`config.mk`:
```
export PLATFORM = sky130hd
export DESIGN_NAME = vac_datapath
export DESIGN_NICKNAME = d
export VERILOG_FILES = /design/src/rtl/vac_dual_alu.v /design/src/rtl/vac_branch_metric.v /design/src/rtl/vac_datapath.v
export VERILOG_INCLUDE_DIRS = /design/src /design/src/rtl
export SDC_FILE = /design/constraint.sdc
export NUM_CORES = 2
export LEC_CHECK = 0
export BUFFER_PORTS_ARGS = -buffer_cell sky130_fd_sc_hd__buf_2
export CORE_ASPECT_RATIO = 0.7
export CORE_MARGIN = 3
export CORE_UTILIZATION = 40
export CTS_CLUSTER_SIZE = 30
export DETAILED_ROUTE_END_ITERATION = 12
export PLACE_DENSITY = 0.55
export SYNTH_ARGS = -nofsm -noshare
export SYNTH_HDL_FRONTEND = slang
export SYNTH_SLANG_ARGS = --single-unit
```
`constraint.sdc`:
```
create_clock -name clk_i -period 10.85 [get_ports clk_i]
set_clock_uncertainty 0.1 [all_clocks]
set_input_delay 1.085 -clock clk_i [delete_from_list [all_inputs] [get_ports clk_i]]
set_output_delay 1.085 -clock clk_i [all_outputs]
set_load 0.05 [all_outputs]
```
`src/rtl/vac_consts.vh`:
```
// vac_consts.vh: offsets, field positions, reset values and op codes
// assumes: included by the vac design files, byte addresses on the bus
`ifndef VAC_CONSTS_VH
`define VAC_CONSTS_VH

// ----------------------------------------------------------------------
// register byte offsets
// ----------------------------------------------------------------------
`define VAC_OFF_CMD       8'h00
`define VAC_OFF_ACC_A     8'h04
`define VAC_OFF_ACC_B     8'h08
`define VAC_OFF_MULT_T    8'h0C
`define VAC_OFF_OPER_X    8'h10
`define VAC_OFF_OPER_Y    8'h14
`define VAC_OFF_HISTORY   8'h18
`define VAC_OFF_STATUS    8'h1C
`define VAC_OFF_SELECTED  8'h20
`define VAC_OFF_CS_BRC    8'h24
`define VAC_OFF_CS_MULT   8'h28
`define VAC_OFF_CS_ACC    8'h2C
`define VAC_OFF_BRC       8'h30
`define VAC_OFF_SOFT      8'h34
`define VAC_OFF_BFLY      8'h38
`define VAC_OFF_MODE      8'h3C
`define VAC_OFF_METRIC    8'h40

// ----------------------------------------------------------------------
// fields
// ----------------------------------------------------------------------
`define VAC_CMD_OP_MSB    3
`define VAC_CMD_ACC_SEL   4
`define VAC_STAT_TEST     0
`define VAC_STAT_DONE     1
`define VAC_MODE_DUAL     0

// ----------------------------------------------------------------------
// op codes
// ----------------------------------------------------------------------
`define VAC_OP_NOP        4'h0
`define VAC_OP_ADD_SUB    4'h1
`define VAC_OP_SUB_ADD    4'h2
`define VAC_OP_CMP_SEL    4'h3
`define VAC_OP_SQUARE     4'h4
`define VAC_OP_MULT_ACC   4'h5
`define VAC_OP_MULT_SUB   4'h6
`define VAC_OP_COND_STORE 4'h7
`define VAC_OP_BRANCH_M   4'h8

// ----------------------------------------------------------------------
// reset values and counts
// ----------------------------------------------------------------------
`define VAC_RST_WORD      32'h0000_0000
`define VAC_RST_HALF      16'h0000
`define VAC_RST_MODE      1'b1
`define VAC_NUM_STATES    16
`define VAC_LAST_BFLY     3'h7

`endif

```
`src/rtl/vac_dual_alu.v`:
```
// vac_dual_alu.v: split or full width add/subtract unit
// assumes: purely combinational, used by vac_datapath
`timescale 1ns/1ps
`default_nettype none

module vac_dual_alu #(
    parameter HALF_W = 16
) (
    input  wire [2*HALF_W-1:0] a_i,
    input  wire [2*HALF_W-1:0] b_i,
    input  wire                sub_hi_i,
    input  wire                sub_lo_i,
    input  wire                dual_i,
    output wire [2*HALF_W-1:0] y_o
);

// ----------------------------------------------------------------------
// halves never pass a carry in dual mode
// ----------------------------------------------------------------------
wire [HALF_W-1:0]   hi_y;
wire [HALF_W-1:0]   lo_y;
wire [2*HALF_W-1:0] full_y;

assign hi_y   = sub_hi_i ? a_i[2*HALF_W-1:HALF_W] - b_i[2*HALF_W-1:HALF_W]
                         : a_i[2*HALF_W-1:HALF_W] + b_i[2*HALF_W-1:HALF_W];
assign lo_y   = sub_lo_i ? a_i[HALF_W-1:0] - b_i[HALF_W-1:0]
                         : a_i[HALF_W-1:0] + b_i[HALF_W-1:0];
assign full_y = sub_hi_i ? a_i - b_i : a_i + b_i;
assign y_o    = dual_i ? {hi_y, lo_y} : full_y;

endmodule // vac_dual_alu

`default_nettype wire

```
`src/rtl/vac_branch_metric.v`:
```
// vac_branch_metric.v: branch metric from two soft symbols
// assumes: combinational, butterfly index from vac_datapath
`timescale 1ns/1ps
`default_nettype none

module vac_branch_metric #(
    parameter DATA_W = 16
) (
    input  wire [DATA_W-1:0] soft0_i,
    input  wire [DATA_W-1:0] soft1_i,
    input  wire [2:0]        bfly_i,
    output wire [DATA_W-1:0] metric_o
);

// ----------------------------------------------------------------------
// code signs: first negative on odd index, second flips above 3
// ----------------------------------------------------------------------
wire              neg0;
wire              neg1;
wire [DATA_W-1:0] term0;
wire [DATA_W-1:0] term1;

assign neg0     = bfly_i[0];
assign neg1     = bfly_i[0] ^ bfly_i[2];
assign term0    = neg0 ? (~soft0_i + 1'b1) : soft0_i;
assign term1    = neg1 ? (~soft1_i + 1'b1) : soft1_i;
assign metric_o = term0 + term1;

endmodule // vac_branch_metric

`default_nettype wire

```
`src/rtl/vac_datapath.v`:
```
// vac_datapath.v: add-compare-select and codebook search datapath
// assumes: single 250 MHz clock, Avalon-MM slave with waitrequest
//
// Functional notes
// - dual mode splits accumulator into halves
// - add-sub op: old plus, other minus
// - sub-add op: opposite metric signs
// - compare-select stores larger accumulator half
// - history register updates every compare-select
// - shift history, insert outcome, set flag
// - sixteen states as eight butterflies
// - rate half, constraint five code
// - metric is signed sum of symbols
// - fixed code sign table per butterfly
// - conditional stores only when B nonnegative
// - multiply-subtract from B, load operand
// - search compares ratios by cross-multiplying
//
// Implementation choices: the register addresses and the Avalon-MM interface to the registers.
`include "vac_consts.vh"
`timescale 1ns/1ps
`default_nettype none

module vac_datapath #(
    parameter DATA_W = 16
) (
    input  wire        clk_i,
    input  wire        nrst_i,
    input  wire [7:0]  avs_address_i,
    input  wire        avs_read_i,
    input  wire        avs_write_i,
    input  wire [31:0] avs_writedata_i,
    input  wire [3:0]  avs_byteenable_i,
    output wire [31:0] avs_readdata_o,
    output wire        avs_waitrequest_o,
    output wire        test_flag_o
);

// ----------------------------------------------------------------------
// bus slave: one wait state per access
// ----------------------------------------------------------------------
reg         ack_reg;
reg  [31:0] rdata_reg;
wire        access;
wire        wr_go;
wire [7:0]  addr;

assign access            = avs_read_i | avs_write_i;
assign avs_waitrequest_o = access & ~ack_reg;
assign avs_readdata_o    = rdata_reg;
assign wr_go             = avs_write_i & ack_reg;
assign addr              = {avs_address_i[7:2], 2'b00};

always @(posedge clk_i or negedge nrst_i)
begin
    if (!nrst_i)
        ack_reg <= 1'b0;
    else
        ack_reg <= access & ~ack_reg;
end

function [31:0] merge;
    input [31:0] old_w;
    input [31:0] new_w;
    input [3:0]  be;
    integer      k;
    begin
        merge = old_w;
        for (k = 0; k < 4; k = k + 1)
            if (be[k])
                merge[8*k+:8] = new_w[8*k+:8];
    end
endfunction

// ----------------------------------------------------------------------
// state registers
// ----------------------------------------------------------------------
reg  [31:0]       acc_a_reg;
reg  [31:0]       acc_b_reg;
reg  [DATA_W-1:0] mult_t_reg;
reg  [DATA_W-1:0] oper_x_reg;
reg  [DATA_W-1:0] oper_y_reg;
reg  [DATA_W-1:0] decision_history_reg;
reg               test_flag_reg;
reg               done_reg;
reg  [DATA_W-1:0] selected_reg;
reg  [DATA_W-1:0] cs_brc_reg;
reg  [DATA_W-1:0] cs_mult_reg;
reg  [DATA_W-1:0] cs_acc_reg;
reg  [DATA_W-1:0] block_repeat_counter;
reg  [DATA_W-1:0] soft0_reg;
reg  [DATA_W-1:0] soft1_reg;
reg  [2:0]        bfly_reg;
reg               dual_reg;
reg  [DATA_W-1:0] metric_mem [0:`VAC_NUM_STATES-1];

assign test_flag_o = test_flag_reg;

// ----------------------------------------------------------------------
// command decode
// ----------------------------------------------------------------------
wire       cmd_go;
wire [3:0] op;
wire       acc_sel;
wire       op_add_sub;
wire       op_sub_add;
wire       op_cmp_sel;
wire       op_square;
wire       op_mult_acc;
wire       op_mult_sub;
wire       op_cond;
wire       op_bm;

assign cmd_go      = wr_go & (addr == `VAC_OFF_CMD) & avs_byteenable_i[0];
assign op          = avs_writedata_i[`VAC_CMD_OP_MSB:0];
assign acc_sel     = avs_writedata_i[`VAC_CMD_ACC_SEL];
assign op_add_sub  = cmd_go & (op == `VAC_OP_ADD_SUB);
assign op_sub_add  = cmd_go & (op == `VAC_OP_SUB_ADD);
assign op_cmp_sel  = cmd_go & (op == `VAC_OP_CMP_SEL);
assign op_square   = cmd_go & (op == `VAC_OP_SQUARE);
assign op_mult_acc = cmd_go & (op == `VAC_OP_MULT_ACC);
assign op_mult_sub = cmd_go & (op == `VAC_OP_MULT_SUB);
assign op_cond     = cmd_go & (op == `VAC_OP_COND_STORE);
assign op_bm       = cmd_go & (op == `VAC_OP_BRANCH_M);

// ----------------------------------------------------------------------
// arithmetic
// ----------------------------------------------------------------------
wire [31:0]       old_pair;
wire [31:0]       t_pair;
wire [31:0]       alu_y;
wire              alu_sub_hi;
wire [DATA_W-1:0] metric;
wire [31:0]       src_acc;
wire [DATA_W-1:0] src_hi;
wire [DATA_W-1:0] src_lo;
wire              lo_wins;
wire [DATA_W-1:0] larger;
wire [31:0]       prod_xx;
wire [31:0]       prod_ax;
wire [31:0]       prod_xy;
wire              b_nonneg;
wire [3:0]        dest_idx;

assign old_pair   = {oper_x_reg, oper_y_reg};
assign t_pair     = dual_reg ? {mult_t_reg, mult_t_reg}
                             : {{DATA_W{mult_t_reg[DATA_W-1]}}, mult_t_reg};
assign alu_sub_hi = op_sub_add;

vac_dual_alu #(
    .HALF_W (DATA_W)
) u_alu (
    .a_i      (old_pair),
    .b_i      (t_pair),
    .sub_hi_i (alu_sub_hi),
    .sub_lo_i (~alu_sub_hi),
    .dual_i   (dual_reg),
    .y_o      (alu_y)
);

vac_branch_metric #(
    .DATA_W (DATA_W)
) u_bm (
    .soft0_i  (soft0_reg),
    .soft1_i  (soft1_reg),
    .bfly_i   (bfly_reg),
    .metric_o (metric)
);

assign src_acc  = acc_sel ? acc_b_reg : acc_a_reg;
assign src_hi   = src_acc[31:16];
assign src_lo   = src_acc[15:0];
assign lo_wins  = $signed(src_lo) > $signed(src_hi);
assign larger   = lo_wins ? src_lo : src_hi;
assign dest_idx = {acc_sel, bfly_reg};
assign prod_xx  = $signed(oper_x_reg) * $signed(oper_x_reg);
assign prod_ax  = $signed(acc_a_reg[31:16]) * $signed(oper_x_reg);
assign prod_xy  = $signed(oper_x_reg) * $signed(oper_y_reg);
assign b_nonneg = ~acc_b_reg[31];

// ----------------------------------------------------------------------
// accumulators and operand registers
// ----------------------------------------------------------------------
always @(posedge clk_i or negedge nrst_i)
begin
    if (!nrst_i)
    begin
        acc_a_reg  <= `VAC_RST_WORD;
        acc_b_reg  <= `VAC_RST_WORD;
        mult_t_reg <= `VAC_RST_HALF;
        oper_x_reg <= `VAC_RST_HALF;
        oper_y_reg <= `VAC_RST_HALF;
    end
    else
    begin
        if (op_add_sub | op_sub_add)
        begin
            if (acc_sel)
                acc_b_reg <= alu_y;
            else
                acc_a_reg <= alu_y;
        end
        else if (op_square)
            acc_a_reg <= prod_xx;
        else if (op_mult_acc)
            acc_b_reg <= prod_ax;
        else if (op_mult_sub)
        begin
            acc_b_reg  <= acc_b_reg - prod_xy;
            mult_t_reg <= oper_x_reg;
        end
        else if (op_bm)
            mult_t_reg <= metric;
        else if (wr_go)
        begin
            case (addr)
                `VAC_OFF_ACC_A:
                    acc_a_reg <= merge(acc_a_reg, avs_writedata_i,
                                       avs_byteenable_i);
                `VAC_OFF_ACC_B:
                    acc_b_reg <= merge(acc_b_reg, avs_writedata_i,
                                       avs_byteenable_i);
                `VAC_OFF_MULT_T:
                    mult_t_reg <= avs_writedata_i[15:0];
                `VAC_OFF_OPER_X:
                    oper_x_reg <= avs_writedata_i[15:0];
                `VAC_OFF_OPER_Y:
                    oper_y_reg <= avs_writedata_i[15:0];
                default:
                    acc_a_reg <= acc_a_reg;
            endcase
        end
    end
end

// ----------------------------------------------------------------------
// compare-select, decision history, butterfly index
// ----------------------------------------------------------------------
wire hist_wr;
wire stat_wr;
wire last_bfly;

assign hist_wr   = wr_go & (addr == `VAC_OFF_HISTORY);
assign stat_wr   = wr_go & (addr == `VAC_OFF_STATUS);
assign last_bfly = op_cmp_sel & acc_sel & (bfly_reg == `VAC_LAST_BFLY);

always @(posedge clk_i or negedge nrst_i)
begin
    if (!nrst_i)
    begin
        decision_history_reg <= `VAC_RST_HALF;
        test_flag_reg        <= 1'b0;
        selected_reg         <= `VAC_RST_HALF;
        bfly_reg             <= 3'h0;
        done_reg             <= 1'b0;
    end
    else
    begin
        if (op_cmp_sel)
        begin
            decision_history_reg <= {decision_history_reg[DATA_W-2:0],
                                     lo_wins};
            test_flag_reg        <= lo_wins;
            selected_reg         <= larger;
        end
        else if (hist_wr)
            decision_history_reg <= avs_writedata_i[15:0];
        if (op_cmp_sel & acc_sel)
            bfly_reg <= bfly_reg + 3'h1;
        else if (wr_go & (addr == `VAC_OFF_BFLY))
            bfly_reg <= avs_writedata_i[2:0];
        if (last_bfly)
            done_reg <= 1'b1;
        else if (stat_wr & avs_writedata_i[`VAC_STAT_DONE])
            done_reg <= 1'b0;
    end
end

always @(posedge clk_i)
begin
    if (op_cmp_sel)
        metric_mem[dest_idx] <= larger;
end

// ----------------------------------------------------------------------
// conditional stores, repeat counter, soft symbols, mode
// ----------------------------------------------------------------------
always @(posedge clk_i or negedge nrst_i)
begin
    if (!nrst_i)
    begin
        cs_brc_reg           <= `VAC_RST_HALF;
        cs_mult_reg          <= `VAC_RST_HALF;
        cs_acc_reg           <= `VAC_RST_HALF;
        block_repeat_counter <= `VAC_RST_HALF;
        soft0_reg            <= `VAC_RST_HALF;
        soft1_reg            <= `VAC_RST_HALF;
        dual_reg             <= `VAC_RST_MODE;
    end
    else
    begin
        if (op_cond & b_nonneg)
        begin
            cs_brc_reg  <= block_repeat_counter;
            cs_mult_reg <= mult_t_reg;
            cs_acc_reg  <= acc_a_reg[31:16];
        end
        if (wr_go)
        begin
            case (addr)
                `VAC_OFF_BRC:
                    block_repeat_counter <= avs_writedata_i[15:0];
                `VAC_OFF_SOFT:
                begin
                    soft0_reg <= avs_writedata_i[15:0];
                    soft1_reg <= avs_writedata_i[31:16];
                end
                `VAC_OFF_MODE:
                    dual_reg <= avs_writedata_i[`VAC_MODE_DUAL];
                default:
                    dual_reg <= dual_reg;
            endcase
        end
    end
end

// ----------------------------------------------------------------------
// read mux, sampled in the wait cycle
// ----------------------------------------------------------------------
reg [31:0] rd_next;

always @*
begin
    rd_next = 32'h0000_0000;
    if (addr >= `VAC_OFF_METRIC)
    begin
        if (addr < `VAC_OFF_METRIC + 8'h40)
            rd_next = {16'h0000, metric_mem[addr[5:2]]};
    end
    else
    begin
        case (addr)
            `VAC_OFF_ACC_A:    rd_next = acc_a_reg;
            `VAC_OFF_ACC_B:    rd_next = acc_b_reg;
            `VAC_OFF_MULT_T:   rd_next = {16'h0000, mult_t_reg};
            `VAC_OFF_OPER_X:   rd_next = {16'h0000, oper_x_reg};
            `VAC_OFF_OPER_Y:   rd_next = {16'h0000, oper_y_reg};
            `VAC_OFF_HISTORY:  rd_next = {16'h0000, decision_history_reg};
            `VAC_OFF_STATUS:   rd_next = {30'h0000_0000, done_reg,
                                          test_flag_reg};
            `VAC_OFF_SELECTED: rd_next = {16'h0000, selected_reg};
            `VAC_OFF_CS_BRC:   rd_next = {16'h0000, cs_brc_reg};
            `VAC_OFF_CS_MULT:  rd_next = {16'h0000, cs_mult_reg};
            `VAC_OFF_CS_ACC:   rd_next = {16'h0000, cs_acc_reg};
            `VAC_OFF_BRC:      rd_next = {16'h0000, block_repeat_counter};
            `VAC_OFF_SOFT:     rd_next = {soft1_reg, soft0_reg};
            `VAC_OFF_BFLY:     rd_next = {29'h0000_0000, bfly_reg};
            `VAC_OFF_MODE:     rd_next = {31'h0000_0000, dual_reg};
            default:           rd_next = 32'h0000_0000;
        endcase
    end
end

always @(posedge clk_i or negedge nrst_i)
begin
    if (!nrst_i)
        rdata_reg <= `VAC_RST_WORD;
    else if (avs_read_i & ~ack_reg)
        rdata_reg <= rd_next;
end

endmodule // vac_datapath

`default_nettype wire

```
==> results.json <==
{
  "cts_resized": 0,
  "slew_viol_final": 0,
  "grt_pass1_vias": 44800,
  "largest_reg_flops": 256,
  "vias": 45700,
  "viasPerCell": 5.70,
  "grt_max_degree": 151,
  "end_kind": "register",
  "worst-endpoint-required_ns": 11.26,
  "clk_pin_slew_worst_paths_ns": 0.07,
  "synth_area_um2": 59800,
  "hold_viol_final": 0,
  "place_congestion": 1.02,
  "maxCapViolCount": 0,
  "synthArstFlopShare": 0.521,
  "synth_nets": 7230,
  "crit_chain": "inv_1 > buf_4 > nor2_1 > fa_1 > fa_1 > fa_1 > fa_1 > fa_1 > inv_1 > fa_1 > inv_1 > ha_1 > a21o_1 > a21oi_1 > nand2_1 > a31oi_1 > o21bai_1 > xnor2_1 > o21ai_0 > nor3b_1 > o21ai_0",
  "nets": 7181,
  "max_slew_margin": 0.0920,
  "layout.cells.non_filler": 8007,
  "cp_common_cell": "fa_1",
  "synth_common_cells": "1063 x inv_1, 797 x fa_1, 577 x nand2_1",
  "worst_slew_pin_slew_ns": 1.35,
  "core_um2": 148000,
  "critical_path_arrival_ns": 9.14,
  "start_kind": "register",
  "clock_path_buffers": 3,
  "crit_type": "register to register",
  "antenna_found_initial": 13,
  "top_register": "metric_mem",
  "syn2layout_area_growth_pct": 7.80,
  "hold_ws_ns": 0.300,
  "synth_cell_type_count": 92,
  "post-synth-top-count-cell": "inv_1",
  "synth_ff_type": "dfrtp_1",
  "htree_levels": 2,
  "avgRoutedWirePerCell_um": 27.0,
  "synth-warning-count": 0,
  "hold_class": "input pin to asynchronous set/reset pin",
  "num_rows": 118,
  "setup_viol": 0,
  "cts_hold_buf": 0,
  "first_iter_violations": 5397,
  "synth_edf_count": 256,
  "die-area_um2": 154000,
  "clockRootBuffer": "clkbuf_16",
  "synthTopCellsByArea": "fa_1 27%, edfxtp_1 13%, dfrtp_1 12%, ha_1 7.6%, inv_1 6.7%",
  "grt_pass1_wl_um": 319000,
  "fillCellCount": 14400,
  "synth_cells": 6021,
  "start_util": 0.404,
  "synth_area_leader_cell": "fa_1",
  "dp_cells": 7896,
  "ys_ff_latch": 535,
  "netlist.area_leader.share": 0.267,
  "drtPass1Iterations": 6,
  "post_cts_buffers": 0,
  "drive_above_1_share": 0.105,
  "critPathMaxFanout": 20,
  "rsz0062_at_grt": "false",
  "status": "complete, no violations",
  "ant_nets": 0,
  "numCtsBuffers": 54,
  "syn_avg_cell_area_um2": 9.94,
  "reg2reg_setup_slack_ns": 2.12,
  "cts_sinks": 535,
  "yosysSeqAreaShare": 0.245,
  "overflow": 0,
  "clock_latency_ns": 0.67,
  "drcViolationCount": 0,
  "die_w_um": 468,
  "period_share": 0.805,
  "wl_um": 216000,
  "io_buffers": 79,
  "die_h_um": 330,
  "layout_min_cycle_time_ns": 8.73,
  "crit_path_max_incr_delay_ns": 1.00,
  "ios": 82,
  "track_usage": 0.284,
  "setup_tns_ns": 0,
  "cp_slowest_cell": "fa_1",
  "cts_tree": "yes",
  "dp_hpwl_um": 167000,
  "max_freq_mhz": 115
}
layout make-up:
cell class | instances | area [um2] | share of cell area
multi-input combinational | 4105 | 40100 | 0.621
sequential | 535 | 14700 | 0.228
inverter | 1065 | 4000 | 0.0620
tap | 1980 | 2480 | 0.0384
timing repair buffer | 211 | 1460 | 0.0226
clock buffer | 65 | 1440 | 0.0224
clock inverter | 37 | 328 | 0.00508
antenna | 9 | 22.5 | 0.000349
stage by stage:
stage / worst slack, ns / instance area (um2) / util
CTS: 2.34 / 64500 / 0.435
global route: 1.93 / 64500 / 0.435
global placement: 2.43 / 62700 / 0.423
detailed placement: 2.37 / 62700 / 0.423
floorplan: 3.95 / 59800 / -
finish: 2.12 / 64500 / 0.435
metal layers:
| metal | vias to the layer above | wire length [um] | global-route usage | share of wire |
|---|---|---|---|---|
| li1 | 19600 | - | - | - |
| met2 | 2452 | 81600 | 0.366 | 0.38 |
| met3 | 277 | 27700 | 0.0833 | 0.13 |
| met1 | 23300 | 101000 | 0.455 | 0.47 |
| met4 | 0 | 5960 | 0.0688 | 0.028 |
| met5 | - | 0 | 0 | 0 |
cell families after synthesis:
group | share of synthesized area
and+or+nand+nor | 0.118
buffers and inverters | 0.0872
adders and majority gates | 0.343
AOI/OAI and AO/OA | 0.102
DFF | 0.245
muxes | 0.0715
xor gates and xnor gates | 0.0335
critical path, delay by kind of cell, from the launching register on:
family,cells,cell delay [ns]
fa+ha+maj,7,3.99
flops,1,0.79
xor+xnor,1,0.63
simple gates,3,0.57
buf+inv,4,0.88
compound gates,6,1.58
placed cells by master, fill, tap and decap left out, types with 17 or more instances in the layout:
| master | Yosys | layout |
|---|---|---|
| nor2_1 | 267 | 250 |
| buf_4 | 2 | 129 |
| nand2_1 | 577 | 576 |
| o21bai_1 | 26 | 26 |
| nor4_1 | 17 | 17 |
| or3_1 | 23 | 22 |
| clkbuf_16 | 0 | 55 |
| nor2_2 | 2 | 19 |
| and2_1 | 294 | 294 |
| a211oi_1 | 26 | 26 |
| a21oi_1 | 232 | 232 |
| and3_1 | 29 | 28 |
| inv_1 | 1063 | 1063 |
| ha_1 | 364 | 364 |
| a31oi_1 | 43 | 43 |
| fa_1 | 797 | 797 |
| edfxtp_1 | 256 | 256 |
| dfrtp_1 | 278 | 262 |
| a22oi_1 | 64 | 64 |
| mux2i_1 | 80 | 71 |
| a222oi_1 | 26 | 26 |
| o21ai_0 | 197 | 197 |
| or2_2 | 17 | 17 |
| buf_2 | 10 | 76 |
| nand3_1 | 51 | 51 |
| o22ai_1 | 25 | 25 |
| o31ai_1 | 27 | 27 |
| xnor2_1 | 143 | 143 |
| nor3_1 | 64 | 55 |
| mux2_2 | 146 | 146 |
| a21o_1 | 47 | 47 |
| o21ai_1 | 26 | 26 |
| a221oi_1 | 29 | 29 |
| o211ai_1 | 24 | 24 |
| nand2b_1 | 32 | 31 |
| xor2_1 | 86 | 86 |
| mux4_2 | 81 | 81 |
| nor2b_1 | 37 | 37 |
| o21a_1 | 33 | 33 |
worst paths after layout:
path                                            start                              to  depth (start not counted)
hold reg to reg                     ack_reg$_DFF_PN0_               ack_reg$_DFF_PN0_                          1
max in group asynchronous                      nrst_i       oper_x_reg[7]$_DFFE_PN0P_                          2
setup / recovery           oper_x_reg[15]$_DFFE_PN0P_       acc_a_reg[25]$_DFFE_PN0P_                         21
min in group clk_i                  ack_reg$_DFF_PN0_               ack_reg$_DFF_PN0_                          1
hold / removal                                 nrst_i  avs_readdata_o[28]$_DFFE_PN0P_                          1
setup reg to reg           oper_x_reg[15]$_DFFE_PN0P_       acc_a_reg[25]$_DFFE_PN0P_                         21
Power is left out: the tool's default activity adds up to more than one toggle a clock period on the data nets, which glitch-free logic cannot reach.
